$ cat src/hdl/hfss_pkg.sv
/*
 package for the hall sensor supervisor host: pulse timings, blanking wait, defaults.
 assumes a 25 MHz clk_sys.
*/
package hfss_pkg;
   localparam int unsigned CLK_HZ          = 25_000_000;
   // restart pulse window, 10 to 20 us, aim inside it
   localparam int unsigned RESTART_MIN_NS  = 10_000;
   localparam int unsigned RESTART_MAX_NS  = 20_000;
   localparam int unsigned RESTART_MIN_CYC = (RESTART_MIN_NS * 25 + 999) / 1000;
   localparam int unsigned RESTART_MAX_CYC = (RESTART_MAX_NS * 25) / 1000;
   localparam int unsigned RESTART_CYC     = (RESTART_MIN_CYC + RESTART_MAX_CYC) / 2;
   // sleep entry needs low longer than 40 us
   localparam int unsigned SLEEP_MIN_NS    = 40_000;
   localparam int unsigned SLEEP_CYC       = (SLEEP_MIN_NS * 25 + 999) / 1000 + 1;
   // blanking wait after wake or restart, 50 us least
   localparam int unsigned BLANK_NS        = 50_000;
   localparam int unsigned BLANK_CYC       = (BLANK_NS * 25 + 999) / 1000;
   // status sample filter depth
   localparam int unsigned FILT_LEN        = 4;
   localparam logic [1:0]  ST_NORMAL       = 2'h0;
   localparam logic [1:0]  ST_FAULT_LOW    = 2'h1;
   localparam logic [1:0]  ST_FAULT_HIZ    = 2'h2;
endpackage

$ cat src/hdl/hfss_filter.sv
/*
 debounce of one status line read from the device.
 assumes the input is already synchronous to clk_sys.
*/
`timescale 1ns/10ps
module hfss_filter #(
   parameter int unsigned LEN = hfss_pkg::FILT_LEN
) (
   input  wire logic clk_sys,
   input  wire logic rst,
   input  wire logic din,
   output logic      dout
);
   import hfss_pkg::*;
   logic [7:0] cnt_reg, cnt_next;
   logic       q_reg, q_next;

   // level must differ for LEN cycles before it is taken
   always_comb begin
      cnt_next = 8'h00;
      q_next   = q_reg;
      if (din != q_reg) begin
         cnt_next = cnt_reg + 8'h01;
         if (cnt_reg == 8'(LEN - 1)) begin
            q_next   = din;
            cnt_next = 8'h00;
         end
      end
   end

   always_ff @(posedge clk_sys) begin
      if (rst) begin
         cnt_reg <= 8'h00;
         q_reg   <= 1'b1;
      end else begin
         cnt_reg <= cnt_next;
         q_reg   <= q_next;
      end
   end

   assign dout = q_reg;
endmodule // hfss_filter

$ cat src/hdl/hfss_host.sv
/*
 host controller for the dual two-wire hall sensor interface: drives the active-low
 sleep pin, issues restart pulses, waits out blanking and classifies each channel.
 assumes status_out pins pulled up externally and read synchronously; mirror outputs
 digitised elsewhere into a single "mirror nonzero" flag per channel.
*/
`timescale 1ns/10ps
module hfss_host #(
   parameter int unsigned BLANK_CYCLES = hfss_pkg::BLANK_CYC,
   parameter int unsigned SLEEP_CYCLES = hfss_pkg::SLEEP_CYC
) (
   input  wire logic       clk_sys,
   input  wire logic       rst,
   input  wire logic       req_wake,
   input  wire logic       req_sleep,
   input  wire logic       req_restart,
   input  wire logic       status_out_ch1,
   input  wire logic       status_out_ch2,
   input  wire logic       mirror_on_ch1,
   input  wire logic       mirror_on_ch2,
   output logic            sleep_n_out,
   output logic            busy,
   output logic            ready,
   output logic            sensor_ch1,
   output logic            sensor_ch2,
   output logic [1:0]      state_ch1,
   output logic [1:0]      state_ch2
);
   import hfss_pkg::*;

   typedef enum logic [2:0] {
      HS_ASLEEP  = 3'b000,
      HS_BLANK   = 3'b001,
      HS_RUN     = 3'b010,
      HS_PULSE   = 3'b011,
      HS_SLEEPGO = 3'b100
   } hfss_state_t;

   hfss_state_t st_reg, st_next;
   logic [15:0] cnt_reg, cnt_next;
   logic        sl_reg, sl_next;
   logic [1:0]  f_sts;
   logic [1:0]  sts_in;
   logic [15:0] low_len_reg, low_len_next;
   logic [1:0]  mir;
   logic [1:0]  cls_reg [2];
   logic [1:0]  cls_next [2];
   logic [1:0]  sen_reg, sen_next;

   // pins gathered per channel for the generate loop
   assign mir    = {mirror_on_ch2, mirror_on_ch1};
   assign sts_in = {status_out_ch2, status_out_ch1};

   // sleep pin sequencer
   always_comb begin
      st_next  = st_reg;
      cnt_next = cnt_reg;
      sl_next  = sl_reg;
      unique case (st_reg)
         HS_ASLEEP: begin
            sl_next = 1'b0;
            if (req_wake) begin
               st_next  = HS_BLANK;
               sl_next  = 1'b1;
               cnt_next = 16'h0000;
            end
         end
         HS_BLANK: begin
            cnt_next = cnt_reg + 16'h0001;
            if (cnt_reg == 16'(BLANK_CYCLES - 1)) begin
               st_next = HS_RUN;
            end
         end
         HS_RUN: begin
            if (req_sleep) begin
               st_next  = HS_SLEEPGO;
               sl_next  = 1'b0;
               cnt_next = 16'h0000;
            end else if (req_restart) begin
               st_next  = HS_PULSE;
               sl_next  = 1'b0;
               cnt_next = 16'h0000;
            end
         end
         HS_PULSE: begin
            cnt_next = cnt_reg + 16'h0001;
            if (cnt_reg == 16'(RESTART_CYC - 1)) begin
               st_next  = HS_BLANK;
               sl_next  = 1'b1;
               cnt_next = 16'h0000;
            end
         end
         HS_SLEEPGO: begin
            cnt_next = cnt_reg + 16'h0001;
            if (cnt_reg == 16'(SLEEP_CYCLES - 1)) begin
               st_next = HS_ASLEEP;
            end
         end
         default: begin
            st_next = HS_ASLEEP;
            sl_next = 1'b0;
         end
      endcase
   end

   always_ff @(posedge clk_sys) begin
      if (rst) begin
         st_reg  <= HS_ASLEEP;
         cnt_reg <= 16'h0000;
         sl_reg  <= 1'b0;
      end else begin
         st_reg  <= st_next;
         cnt_reg <= cnt_next;
         sl_reg  <= sl_next;
      end
   end

   // per channel classification, only while running
   generate
      for (genvar i = 0; i < 2; i++) begin : g_ch
         // filtered copy of this channel's status pin
         hfss_filter #(.LEN(FILT_LEN)) hfss_filter_i (
            .clk_sys (clk_sys),
            .rst     (rst),
            .din     (sts_in[i]),
            .dout    (f_sts[i])
         );
         always_comb begin
            cls_next[i] = cls_reg[i];
            sen_next[i] = sen_reg[i];
            if (st_reg == HS_RUN) begin
               if (f_sts[i] && !mir[i]) begin
                  cls_next[i] = ST_FAULT_HIZ;
               end else if (!f_sts[i] && !mir[i]) begin
                  cls_next[i] = ST_FAULT_LOW;
               end else begin
                  cls_next[i] = ST_NORMAL;
                  sen_next[i] = f_sts[i];
               end
            end
         end
         always_ff @(posedge clk_sys) begin
            if (rst) begin
               cls_reg[i] <= ST_NORMAL;
               sen_reg[i] <= 1'b0;
            end else begin
               cls_reg[i] <= cls_next[i];
               sen_reg[i] <= sen_next[i];
            end
         end
      end
   endgenerate

   assign sleep_n_out = sl_reg;
   assign busy        = (st_reg != HS_RUN) && (st_reg != HS_ASLEEP);
   assign ready       = (st_reg == HS_RUN);
   assign sensor_ch1  = sen_reg[0];
   assign sensor_ch2  = sen_reg[1];
   assign state_ch1   = cls_reg[0];
   assign state_ch2   = cls_reg[1];

   // length of the present low stretch on the sleep pin, saturating, counted apart from the sequencer
   always_comb begin
      low_len_next = low_len_reg;
      if (sl_reg) begin
         low_len_next = 16'h0000;
      end else if (low_len_reg != 16'hffff) begin
         low_len_next = low_len_reg + 16'h0001;
      end
   end

   always_ff @(posedge clk_sys) begin
      if (rst) begin
         low_len_reg <= 16'h0000;
      end else begin
         low_len_reg <= low_len_next;
      end
   end

   // restart pulse measured on the pin lies inside 10..20 us
   property p_pulse_len;
      @(posedge clk_sys) disable iff (rst)
         $rose(sl_reg) && $past(st_reg) == HS_PULSE |->
            low_len_reg >= 16'(RESTART_MIN_CYC) && low_len_reg <= 16'(RESTART_MAX_CYC);
   endproperty
   a_pulse_len: assert property (p_pulse_len) else $error("restart pulse too short");

   property p_pulse_end;
      @(posedge clk_sys) disable iff (rst)
         $rose(sl_reg) && $past(st_reg) == HS_PULSE |-> st_reg == HS_BLANK && cnt_reg == 16'h0000;
   endproperty
   a_pulse_end: assert property (p_pulse_end) else $error("pulse end not followed by blanking");

   property p_pulse_low;
      @(posedge clk_sys) disable iff (rst)
         st_reg == HS_PULSE |-> !sl_reg;
   endproperty
   a_pulse_low: assert property (p_pulse_low) else $error("sleep pin high during pulse");

   property p_sleep_hold;
      @(posedge clk_sys) disable iff (rst)
         st_reg == HS_SLEEPGO |-> !sl_reg && cnt_reg < 16'(SLEEP_CYCLES);
   endproperty
   a_sleep_hold: assert property (p_sleep_hold) else $error("sleep entry hold broken");

   property p_asleep_low;
      @(posedge clk_sys) disable iff (rst)
         st_reg == HS_ASLEEP && $past(st_reg) == HS_SLEEPGO |-> $past(cnt_reg) == 16'(SLEEP_CYCLES - 1);
   endproperty
   a_asleep_low: assert property (p_asleep_low) else $error("asleep before 40 us");

   property p_blank_quiet;
      @(posedge clk_sys) disable iff (rst)
         st_reg == HS_BLANK |=> $stable(cls_reg[0]) && $stable(cls_reg[1]);
   endproperty
   a_blank_quiet: assert property (p_blank_quiet) else $error("classified during blanking");

   property p_run_after_blank;
      @(posedge clk_sys) disable iff (rst)
         st_reg == HS_RUN && $past(st_reg) == HS_BLANK |-> $past(cnt_reg) == 16'(BLANK_CYCLES - 1);
   endproperty
   a_run_after_blank: assert property (p_run_after_blank) else $error("blanking cut short");

   property p_hiz_class;
      @(posedge clk_sys) disable iff (rst)
         st_reg == HS_RUN && f_sts[0] && !mir[0] |=> cls_reg[0] == ST_FAULT_HIZ;
   endproperty
   a_hiz_class: assert property (p_hiz_class) else $error("short fault not reported");
endmodule // hfss_host

$ cat config.mk
export PLATFORM = sky130hd
export DESIGN_NAME = hfss_host
export DESIGN_NICKNAME = d
export VERILOG_FILES = /design/src/hdl/hfss_pkg.sv /design/src/hdl/hfss_filter.sv /design/src/hdl/hfss_host.sv
export SDC_FILE = /design/constraint.sdc
export NUM_CORES = 1
export LEC_CHECK = 0
export BUFFER_PORTS_ARGS = -buffer_cell sky130_fd_sc_hd__buf_4
export CAP_MARGIN = 40
export CORE_MARGIN = 2
export CORE_UTILIZATION = 34
export CTS_CLUSTER_SIZE = 24
export DETAILED_ROUTE_END_ITERATION = 6
export SYNTH_ARGS = -nofsm -noshare
export SYNTH_HDL_FRONTEND = slang
export SYNTH_SLANG_ARGS = --single-unit
$ cat constraint.sdc
create_clock -name clk_sys -period 2.3 [get_ports clk_sys]
set_clock_uncertainty 0.2 [all_clocks]
set_input_delay 0.115 -clock clk_sys [delete_from_list [all_inputs] [get_ports clk_sys]]
set_output_delay 0.115 -clock clk_sys [all_outputs]
set_load 0.03 [all_outputs]
==> results.rst, run 1 <==
.. list-table::
   :header-rows: 1

   * - Metric
     - Value
   * - Seq. cell area
     - a little under 900 um2
   * - Ranking of synthesized cells by area
     - sky130_fd_sc_hd__dfxtp_1 40%, sky130_fd_sc_hd__nor2_1 5.2%, sky130_fd_sc_hd__a21oi_1 4.3%
   * - Synthesis Warnings
     - 0
   * - DRC errors left
     - 0
   * - Setup TNS
     - 0 ns
   * - Number of synthesized register bits
     - 44
   * - Drt first pass iters
     - 4
   * - Max-Slew Margin vs Limit
     - about two thirds
   * - Total routed wire length on the met1 layer
     - approximately 2500 um
   * - Weighted congestion reported at the end of routability-driven placement
     - between 0.8 and 0.9
   * - H-tree depth
     - 2
   * - Period utilisation layout
     - 92.8%
   * - Via count of the first global-routing pass
     - 1,811
   * - CTS tree
     - yes
   * - Peak VDD IR
     - 258 uV
   * - Library cells used by synthesis
     - 45
   * - Detailed-routed wire length on met3
     - 147 um
   * - Clock insertion delay at the later pin of the skew report
     - 0.30 ns
   * - Footprint of the multi-input gates
     - 1270 um2
   * - Commonest cells post-synth
     - 44 x sky130_fd_sc_hd__dfxtp_1, 31 x sky130_fd_sc_hd__nor2_1, 22 x sky130_fd_sc_hd__nand2_1, 19 x sky130_fd_sc_hd__a21oi_1, 12 x sky130_fd_sc_hd__nand3_1
   * - Number of buffers inserted during clock tree synthesis
     - 5
   * - Max Used Layer
     - met4
   * - Pwr per Cell Area
     - 564 nW/um2
   * - I/O pin count
     - 18
   * - Highest fanout seen on the critical path
     - 9
   * - Worst setup EP type
     - flip-flop
   * - Starting density of the core
     - 35.0%
   * - Antenna-violating nets left
     - 0
   * - Async set or reset register ratio after synthesis
     - 0%
   * - Largest net degree at the start of global routing
     - 25
   * - Clock-pin slew reported for the worst setup and hold paths after clock tree synthesis
     - 0.10 ns
   * - Top FF cell, synth
     - sky130_fd_sc_hd__dfxtp_1
   * - Area of the mapped netlist
     - 2220 um2
   * - Fraction of final layout cells sized beyond drive strength 1
     - 17.2%
   * - Die outline area
     - 7190 um2
   * - Share of the synthesized area in the top cell type
     - 39.7%
   * - Overflow after GRT
     - 0
   * - Initial antenna violation count
     - 0
   * - Iteration-0 DRC count of the detailed router
     - 117
   * - Outcome
     - finished clean
   * - WP data required
     - 2.33 ns
   * - Count of maximum capacitance violations
     - 0
   * - Number of fill cells in the layout
     - 614
   * - Number of buffers added for setup after CTS
     - 0
   * - Synth area leader
     - sky130_fd_sc_hd__dfxtp_1
   * - Met2 Wirelength
     - 2140 um
   * - Post-Syn Instances
     - 268
   * - Least-Margin Pin Slew
     - around 0.48 ns
   * - Post-layout nets
     - between 300 and 400
   * - Final Hold Fails
     - 0
   * - Floorplan die width
     - 84.8 um
   * - Final hold slack
     - 0.0961 ns
   * - Number of enable-type register cells in the synthesized netlist
     - 0
   * - Worst EP arrival
     - 2.16 ns
   * - Net count after synthesis
     - around 280
   * - Maximum buffer depth of the clock tree
     - 2
   * - Total of endpoints with negative setup slack in the final report
     - 0
   * - Lkg Pwr
     - ~1 nW
   * - Global-route wire length before repair
     - 8480 um
   * - Routed wire length
     - 4860 um
   * - Total vias in the final route
     - 1,969
   * - Library cell used as clock root buffer
     - sky130_fd_sc_hd__clkbuf_8
   * - Critical Path Source Type
     - flip-flop
   * - RSZ-0062 raised after global routing
     - no
   * - Utilization of the core after routing
     - 43.0%
   * - Final worst path period need
     - ~2.1 ns
   * - Most frequently used cell type in the post-synthesis netlist
     - sky130_fd_sc_hd__dfxtp_1
   * - Number of placement rows
     - 29
   * - Slew Viols, Final
     - 0
   * - Area Overhead vs Synth
     - 22.9%
   * - Detail-routed via count per cell
     - 5.18
   * - Mean Syn Cell Area
     - 8.28 um2
   * - Class of the tightest hold or removal check
     - in2reg
   * - Average wire per cell in the routed design
     - 12.8 um
   * - HPWL reported at the end of detailed placement
     - 3460 um
   * - Total clock sinks
     - 44
   * - Die Y-Extent
     - 84.8 um
   * - Number of I/O port buffers
     - 17
   * - Core region area
     - approximately 6300 um2
   * - Reg-to-reg slack, setup
     - 0.17 ns
   * - Type of the worst setup path
     - reg2reg
   * - Sequential fraction of the synthesis area
     - 39.7%
   * - Inserted Diodes
     - 0
   * - Overall global routing resource usage
     - around 14%
   * - Maximum clock frequency
     - 469 MHz
-- layout by cell type (no fill, tap or decap), drive strengths merged, types with 9 or more instances in the layout --
cell / instances
a21oi: 19
buf: 33
dfxtp: 44
inv: 11
nand2: 22
nand3: 13
nor2: 31
nor3: 10
o22ai: 9
-- power breakdown --
group | internal [mW] | switching, mW | total, mW
combinational | 0.0649 | 0.0806 | 0.146
sequential | 0.773 | 0.0134 | 0.786
clock | 0.327 | 0.279 | 0.606
-- layer usage --
layer,global-route usage [%],vias up
met5,0,-
met4,4.76,0
met3,3.24,2
met2,21.1,31
met1,20.8,898
li1,-,1038
-- metrics by stage --
step                setup WS [ns]  power, mW  instance area [um2]  instances
finish                      0.166       1.54                 2730        380
detailed placement          0.153      0.939                 2520        365
global route               0.0318       1.61                 2730        380
global placement            0.195      0.938                 2520        365
CTS                         0.122       1.56                 2710        380
floorplan                   0.207      0.878                 2220        268
-- critical path: stages (launching register included) --
cell and delay, ns:
sky130_fd_sc_hd__dfxtp_1 0.49, sky130_fd_sc_hd__nand3_4 0.16, sky130_fd_sc_hd__or4_4 0.60, sky130_fd_sc_hd__or4_1 0.48, sky130_fd_sc_hd__a21oi_1 0.14
-- cell type report --
class	instances	share of cell area, %
Multi-Input combinational cell	201	46.5
Clock buffer	5	2.52
Tap cell	77	3.53
Sequential cell	44	32.3
Clock inverter	3	1.70
Timing Repair Buffer	40	12.1
Inverter	10	1.38
-- path summary, 6_finish.rpt --
path | start | endpoint | cells past startpoint
min reg2reg | g_ch[0].hfss_filter_i.cnt_reg[0] | g_ch[0].hfss_filter_i.cnt_reg[0] | 1
max | cnt_reg[2] | cnt_reg[15] | 4
max reg2reg | cnt_reg[2] | cnt_reg[15] | 4
min | req_wake | st_reg[0] | 4
-- cells by family after synthesis --
group	share of synthesized area, %
and+or+nand+nor	29.8
DFF	39.7
AOI/OAI and AO/OA	15.6
xor gates and xnor gates	5.52
buffers and inverters	4.17
muxes	1.80
adders and majority gates	3.38
-- timing repair --
action,CTS,global route
endpoints found under the hold margin,20,0
gates resized for setup,0,4
endpoints found under the setup margin,0,8
hold buffers,7,0
No activity file was read; power rests on OpenSTA's default activity.
==> run 2, diff against run 1 <==
--- a/config.mk
+++ b/config.mk
@@ -7,10 +7,12 @@
 export LEC_CHECK = 0
 export BUFFER_PORTS_ARGS = -buffer_cell sky130_fd_sc_hd__buf_4
 export CAP_MARGIN = 40
+export CORE_ASPECT_RATIO = 1.4
 export CORE_MARGIN = 2
 export CORE_UTILIZATION = 34
 export CTS_CLUSTER_SIZE = 24
 export DETAILED_ROUTE_END_ITERATION = 6
+export GPL_TIMING_DRIVEN = 0
 export SYNTH_ARGS = -nofsm -noshare
 export SYNTH_HDL_FRONTEND = slang
 export SYNTH_SLANG_ARGS = --single-unit
==> results.rst, run 2 (synthesis gave the netlist of run 1 again) <==
.. list-table::
   :header-rows: 1

   * - Metric
     - Value
   * - Routed wire length
     - 4870 um
   * - Inst Count DP
     - 357
   * - Post-layout nets
     - ~310
   * - Slew Viols, Final
     - 0
   * - Worst setup EP type
     - flip-flop
   * - Switch share
     - 26.0%
   * - Critical Path Source Type
     - flip-flop
   * - Outcome
     - finished clean
   * - Type of the worst setup path
     - reg2reg
   * - Total of endpoints with negative setup slack in the final report
     - 0
   * - Fraction of final layout cells sized beyond drive strength 1
     - ~15%
   * - Overflow after GRT
     - 0
   * - Die Y-Extent
     - 99.6 um
   * - Total vias in the final route
     - between 1,500 and 2,000
   * - Via count of the first global-routing pass
     - about 1,900
   * - Combinational share of power
     - 9.4%
   * - Total clock sinks
     - 44
   * - Utilization of the core after routing
     - between 40% and 50%
   * - DRC errors left
     - 0
   * - Floorplan die width
     - 72.3 um
   * - Relative contribution of the clock network to total power
     - 34.2%
   * - Final Non-Filler Cells
     - 371
   * - RSZ-0062 raised after global routing
     - no
   * - Antenna-violating nets left
     - 0
   * - Peak VDD IR
     - 213 uV
   * - CTS tree
     - yes
   * - Drt first pass iters
     - 4
   * - Worst EP arrival
     - 2.17 ns
   * - I/O pin count
     - 18
   * - Inserted Diodes
     - 0
   * - Count of maximum capacitance violations
     - 0
   * - Final worst path period need
     - ~2.2 ns
   * - H-tree depth
     - 2
   * - Total chip power
     - 1.40 mW
   * - Number of buffers inserted during clock tree synthesis
     - 5
   * - Library cell used as clock root buffer
     - sky130_fd_sc_hd__clkbuf_8
   * - Most frequent cells in the layout
     - 44 x sky130_fd_sc_hd__dfxtp_1, 31 x sky130_fd_sc_hd__nor2_1, 22 x sky130_fd_sc_hd__nand2_1, 21 x sky130_fd_sc_hd__buf_4, 18 x sky130_fd_sc_hd__a21oi_1
   * - Overall global routing resource usage
     - 14.5%
   * - Maximum buffer depth of the clock tree
     - 2
   * - Period utilisation layout
     - 94.3%
   * - Pwr per Cell Area
     - 530 nW/um2
   * - Global-route wire length before repair
     - ~8500 um
   * - Core region area
     - roughly 6300 um2
   * - Final Hold Fails
     - 0
   * - Iteration-0 DRC count of the detailed router
     - 102
   * - Most common library cell in the layout ignoring fill and taps
     - sky130_fd_sc_hd__dfxtp_1
   * - Starting density of the core
     - 35.5%
   * - Worst Setup Slack post-DPL
     - -0.0813 ns
   * - Initial antenna violation count
     - 0
   * - Weighted congestion reported at the end of routability-driven placement
     - 0.845
   * - Average wire per cell in the routed design
     - about 13 um
   * - Detail-routed via count per cell
     - 5.34
   * - Number of placement rows
     - 34
   * - Clock-pin slew reported for the worst setup and hold paths after clock tree synthesis
     - 0.09 ns
   * - Maximum clock frequency
     - 461 MHz
   * - Die outline area
     - 7200 um2
   * - Lkg Pwr
     - ~0.93 nW
   * - Highest fanout seen on the critical path
     - 5
   * - Class of the tightest hold or removal check
     - in2reg
   * - Number of I/O port buffers
     - 17
   * - Net switching component of the power
     - 0.363 mW
   * - Relative contribution of sequential cells to total power
     - between 50 and 60%
   * - HPWL reported at the end of detailed placement
     - 3510 um
   * - WP data required
     - 2.30 ns
   * - Clock insertion delay at the later pin of the skew report
     - 0.30 ns
   * - Max-Slew Margin vs Limit
     - 66.1%
   * - Area Overhead vs Synth
     - 18.7%
   * - Final worst setup slack
     - 0.131 ns
   * - Least-Margin Pin Slew
     - 0.508 ns
   * - Largest net degree at the start of global routing
     - 14
   * - Internal power consumption
     - 1.03 mW
## run 2: power by group through the flow
stage	Sequential, mW	Combinational [mW]	Clock (mW)
floorplan	0.805	0.0730	0
global placement	0.803	0.118	0
detailed placement	0.804	0.119	0
CTS	0.786	0.130	0.495
global route	0.788	0.149	0.528
finish	0.786	0.132	0.478
## run 2: worst paths after layout
kind / start / end / slack [ns] / depth (start not counted)
setup reg to reg: cnt_reg[0] / cnt_reg[12] / 0.13 / 5
hold reg to reg: g_ch[0].hfss_filter_i.cnt_reg[0] / g_ch[0].hfss_filter_i.cnt_reg[0] / 0.26 / 1
hold / removal: req_restart / st_reg[0] / 0.14 / 4
setup / recovery: cnt_reg[0] / cnt_reg[12] / 0.13 / 5
## run 2: final cells by class
cell class                 instances  area, um2
buffer                            12       58.8
clock buffer                       5       68.8
clock inverter                     2       12.5
fill                             616       3620
inverter                          10       37.5
multi-input combinational        201       1280
sequential                        44        881
tap                               72       90.1
timing repair buffer              25        203
## run 2: repair_timing
action	CTS	global route
setup buffers	2	0
pin swaps	0	0
gates resized for setup	4	9
hold buffers	6	0
endpoints found under the setup margin	19	22
hold endpoints to repair	11	0
## run 2: metrics by stage
| step | setup TNS [ns] | cell area [um2] | hold WS, ns |
|---|---|---|---|
| after floorplan | 0 | 2220 | 0.0169 |
| after global placement | -0.461 | 2440 | 0.158 |
| after detailed placement | -0.834 | 2440 | 0.160 |
| after CTS | 0 | 2610 | 0.119 |
| after global routing | 0 | 2630 | 0.156 |
| final | 0 | 2630 | 0.143 |
## run 2: layer usage
metal / vias to the layer above / share of wire [%] / routed length, um / track usage, %
met5: - / 0 / 0 / 0
met4: 0 / 1.5 / 75 / 5.95
met3: 9 / 3.0 / 145 / 3.14
met2: 26 / 49 / 2390 / 24.1
met1: 921 / 46 / 2260 / 17.8
li1: 1026 / - / - / -
## run 2: worst max-delay path, cell delays in order, from the launching register on
cell                      delay, ns
sky130_fd_sc_hd__dfxtp_1       0.45
sky130_fd_sc_hd__ha_1          0.24
sky130_fd_sc_hd__nand4_1       0.22
sky130_fd_sc_hd__or4_1         0.58
sky130_fd_sc_hd__o21a_1        0.18
sky130_fd_sc_hd__o21ba_2       0.20
==> run 3, diff against run 2 <==
==> constraint.sdc (replaced) <==
create_clock -name clk_sys -period 2.4 [get_ports clk_sys]
set_clock_uncertainty 0.2 [all_clocks]
set_input_delay 0.12 -clock clk_sys [delete_from_list [all_inputs] [get_ports clk_sys]]
set_output_delay 0.12 -clock clk_sys [all_outputs]
set_load 0.03 [all_outputs]
==> results.rst, run 3 (synthesis gave the netlist of run 1 again) <==
.. list-table::
   :header-rows: 1

   * - Metric
     - Value
   * - Critical Path Source Type
     - input port
   * - Core region area
     - 6250 um2
   * - Most common library cell in the layout ignoring fill and taps
     - sky130_fd_sc_hd__dfxtp_1
   * - Number of I/O port buffers
     - 17
   * - Overall global routing resource usage
     - 14.3%
   * - Maximum clock frequency
     - 447 MHz
   * - Clock insertion delay at the later pin of the skew report
     - 0.30 ns
   * - Count of maximum capacitance violations
     - 0
   * - Stage delay of the slowest cell on the critical path
     - 0.62 ns
   * - Final Hold Fails
     - 0
   * - Worst EP arrival
     - 2.26 ns
   * - Internal power consumption
     - 0.988 mW
   * - Total of endpoints with negative setup slack in the final report
     - 0
   * - Floorplan die width
     - about 72 um
   * - Number of fill cells in the layout
     - 618
   * - HPWL reported at the end of detailed placement
     - around 3500 um
   * - Iteration-0 DRC count of the detailed router
     - 122
   * - Slew Viols, Final
     - 0
   * - Worst setup EP type
     - flip-flop
   * - Inst Count DP
     - 357
   * - H-tree depth
     - 2
   * - Number of placement rows
     - 34
   * - Largest net degree at the start of global routing
     - 14
   * - Number of buffers inserted during clock tree synthesis
     - 5
   * - Routed wire length
     - 4870 um
   * - CTS tree
     - yes
   * - Maximum buffer depth of the clock tree
     - 2
   * - Drt first pass iters
     - 4
   * - Outcome
     - finished clean
   * - Highest fanout seen on the critical path
     - 10
   * - Weighted congestion reported at the end of routability-driven placement
     - ~0.85
   * - Final Non-Filler Cells
     - 372
   * - Clock-pin slew reported for the worst setup and hold paths after clock tree synthesis
     - 0.09 ns
   * - Final worst path period need
     - ~2.2 ns
   * - Least-Margin Pin Slew
     - a little under 0.5 ns
   * - Antenna-violating nets left
     - 0
   * - Switch share
     - 25.9%
   * - DRC errors left
     - 0
   * - Lkg Pwr
     - approximately 0.93 nW
   * - Pwr per Cell Area
     - 509 nW/um2
   * - Overflow after GRT
     - 0
   * - I/O pin count
     - 18
   * - Relative contribution of sequential cells to total power
     - 56.5%
   * - Post-layout nets
     - 315
   * - Initial antenna violation count
     - 0
   * - RSZ-0062 raised after global routing
     - no
   * - Max-Slew Margin vs Limit
     - 66.9%
   * - Final worst setup slack
     - roughly 0.17 ns
   * - Global-route wire length before repair
     - 8380 um
   * - Type of the worst setup path
     - in2reg
   * - Net switching component of the power
     - between 0.3 and 0.4 mW
   * - Relative contribution of the clock network to total power
     - roughly a third
   * - Period utilisation layout
     - 93.1%
   * - Total vias in the final route
     - 1,999
   * - Starting density of the core
     - 35.5%
   * - Die Y-Extent
     - 99.6 um
   * - Class of the tightest hold or removal check
     - in2reg
   * - Total clock sinks
     - 44
   * - Max stage delay cell, worst path
     - sky130_fd_sc_hd__or4b_2
   * - Chain of cells forming the critical path
     - dlygate4sd3_1 > buf_4 > or4b_2 > nand3_1 > buf_2 > clkbuf_4 > nor2_1 > nor3_1
   * - Peak VDD IR
     - slightly above 200 uV
   * - Die outline area
     - approximately 7200 um2
   * - Worst Setup Slack post-DPL
     - 0.0187 ns
   * - Combinational share of power
     - 9.3%
   * - Via count of the first global-routing pass
     - 1,856
   * - Most frequent cells in the layout
     - 44 x sky130_fd_sc_hd__dfxtp_1, 31 x sky130_fd_sc_hd__nor2_1, 22 x sky130_fd_sc_hd__nand2_1, 19 x sky130_fd_sc_hd__a21oi_1, 19 x sky130_fd_sc_hd__buf_4
   * - Average wire per cell in the routed design
     - 13.1 um
   * - Inserted Diodes
     - 0
   * - Area Overhead vs Synth
     - 17.9%
   * - Library cell used as clock root buffer
     - sky130_fd_sc_hd__clkbuf_8
   * - WP data required
     - 2.42 ns
   * - Detail-routed via count per cell
     - between 5 and 6
   * - Crit path max-delay family
     - buffers and inverters
   * - Count of buffer and inverter cells on the critical path
     - 4
   * - Setup TNS
     - 0 ns
   * - Fraction of final layout cells sized beyond drive strength 1
     - 14.7%
-- run 3: timing repair --
item | 4_1_cts | 5_1_grt
hold buffers | 6 | 0
setup buffers | 0 | 2
endpoints found under the setup margin | 2 | 17
resized for setup | 1 | 6
hold endpoints to repair | 10 | 0
-- run 3: worst paths after layout --
check / startpoint / endpoint / slack (ns) / cells after the start
hold / removal: req_restart / sleep_n_out / 0.15 / 4
setup / recovery: req_sleep / cnt_reg[0] / 0.17 / 8
hold reg to reg: g_ch[0].hfss_filter_i.cnt_reg[0] / g_ch[0].hfss_filter_i.cnt_reg[0] / 0.26 / 1
setup reg to reg: cnt_reg[0] / cnt_reg[12] / 0.18 / 5
-- run 3: metrics by stage --
step                hold WS [ns]  utilization (%)  cell area (um2)  power (mW)
finish                     0.147             41.9             2620        1.33
global route               0.161             41.9             2620        1.40
CTS                        0.124             41.3             2580        1.35
detailed placement         0.165             39.0             2440       0.885
global placement           0.163             39.0             2440       0.883
floorplan                 0.0219                -             2220       0.841
-- run 3: per-layer routing --
metal  wire [um]  up-vias  global-route usage [%]
met5           0        -                       0
met4          57        0                    4.64
met3         131        7                    3.14
met2        2370       24                    24.4
met1        2310      941                    17.7
li1            -     1027                       -
-- run 3: layout make-up --
cell class / instances / area, um2 / area share (%)
buffer: 13 / 60.1 / 2.29
sequential: 44 / 881 / 33.7
tap: 72 / 90.1 / 3.44
timing repair buffer: 25 / 203 / 7.74
clock buffer: 5 / 68.8 / 2.63
clock inverter: 2 / 12.5 / 0.478
inverter: 10 / 37.5 / 1.43
multi-input combinational: 201 / 1260 / 48.3
-- run 3: power groups by stage --
stage	logic, mW	clock network, mW	registers, mW
after CTS	0.122	0.474	0.753
after global routing	0.141	0.506	0.755
after global placement	0.113	0	0.770
after detailed placement	0.114	0	0.771
after floorplan	0.0700	0	0.771
final	0.124	0.455	0.753
-- run 3: worst reg2reg max path, stage by stage (launching register included) --
cell and delay [ns]:
sky130_fd_sc_hd__dfxtp_1 0.45, sky130_fd_sc_hd__ha_1 0.24, sky130_fd_sc_hd__nand4_1 0.25, sky130_fd_sc_hd__or4_1 0.59
sky130_fd_sc_hd__o21a_1 0.18, sky130_fd_sc_hd__o21ba_2 0.20
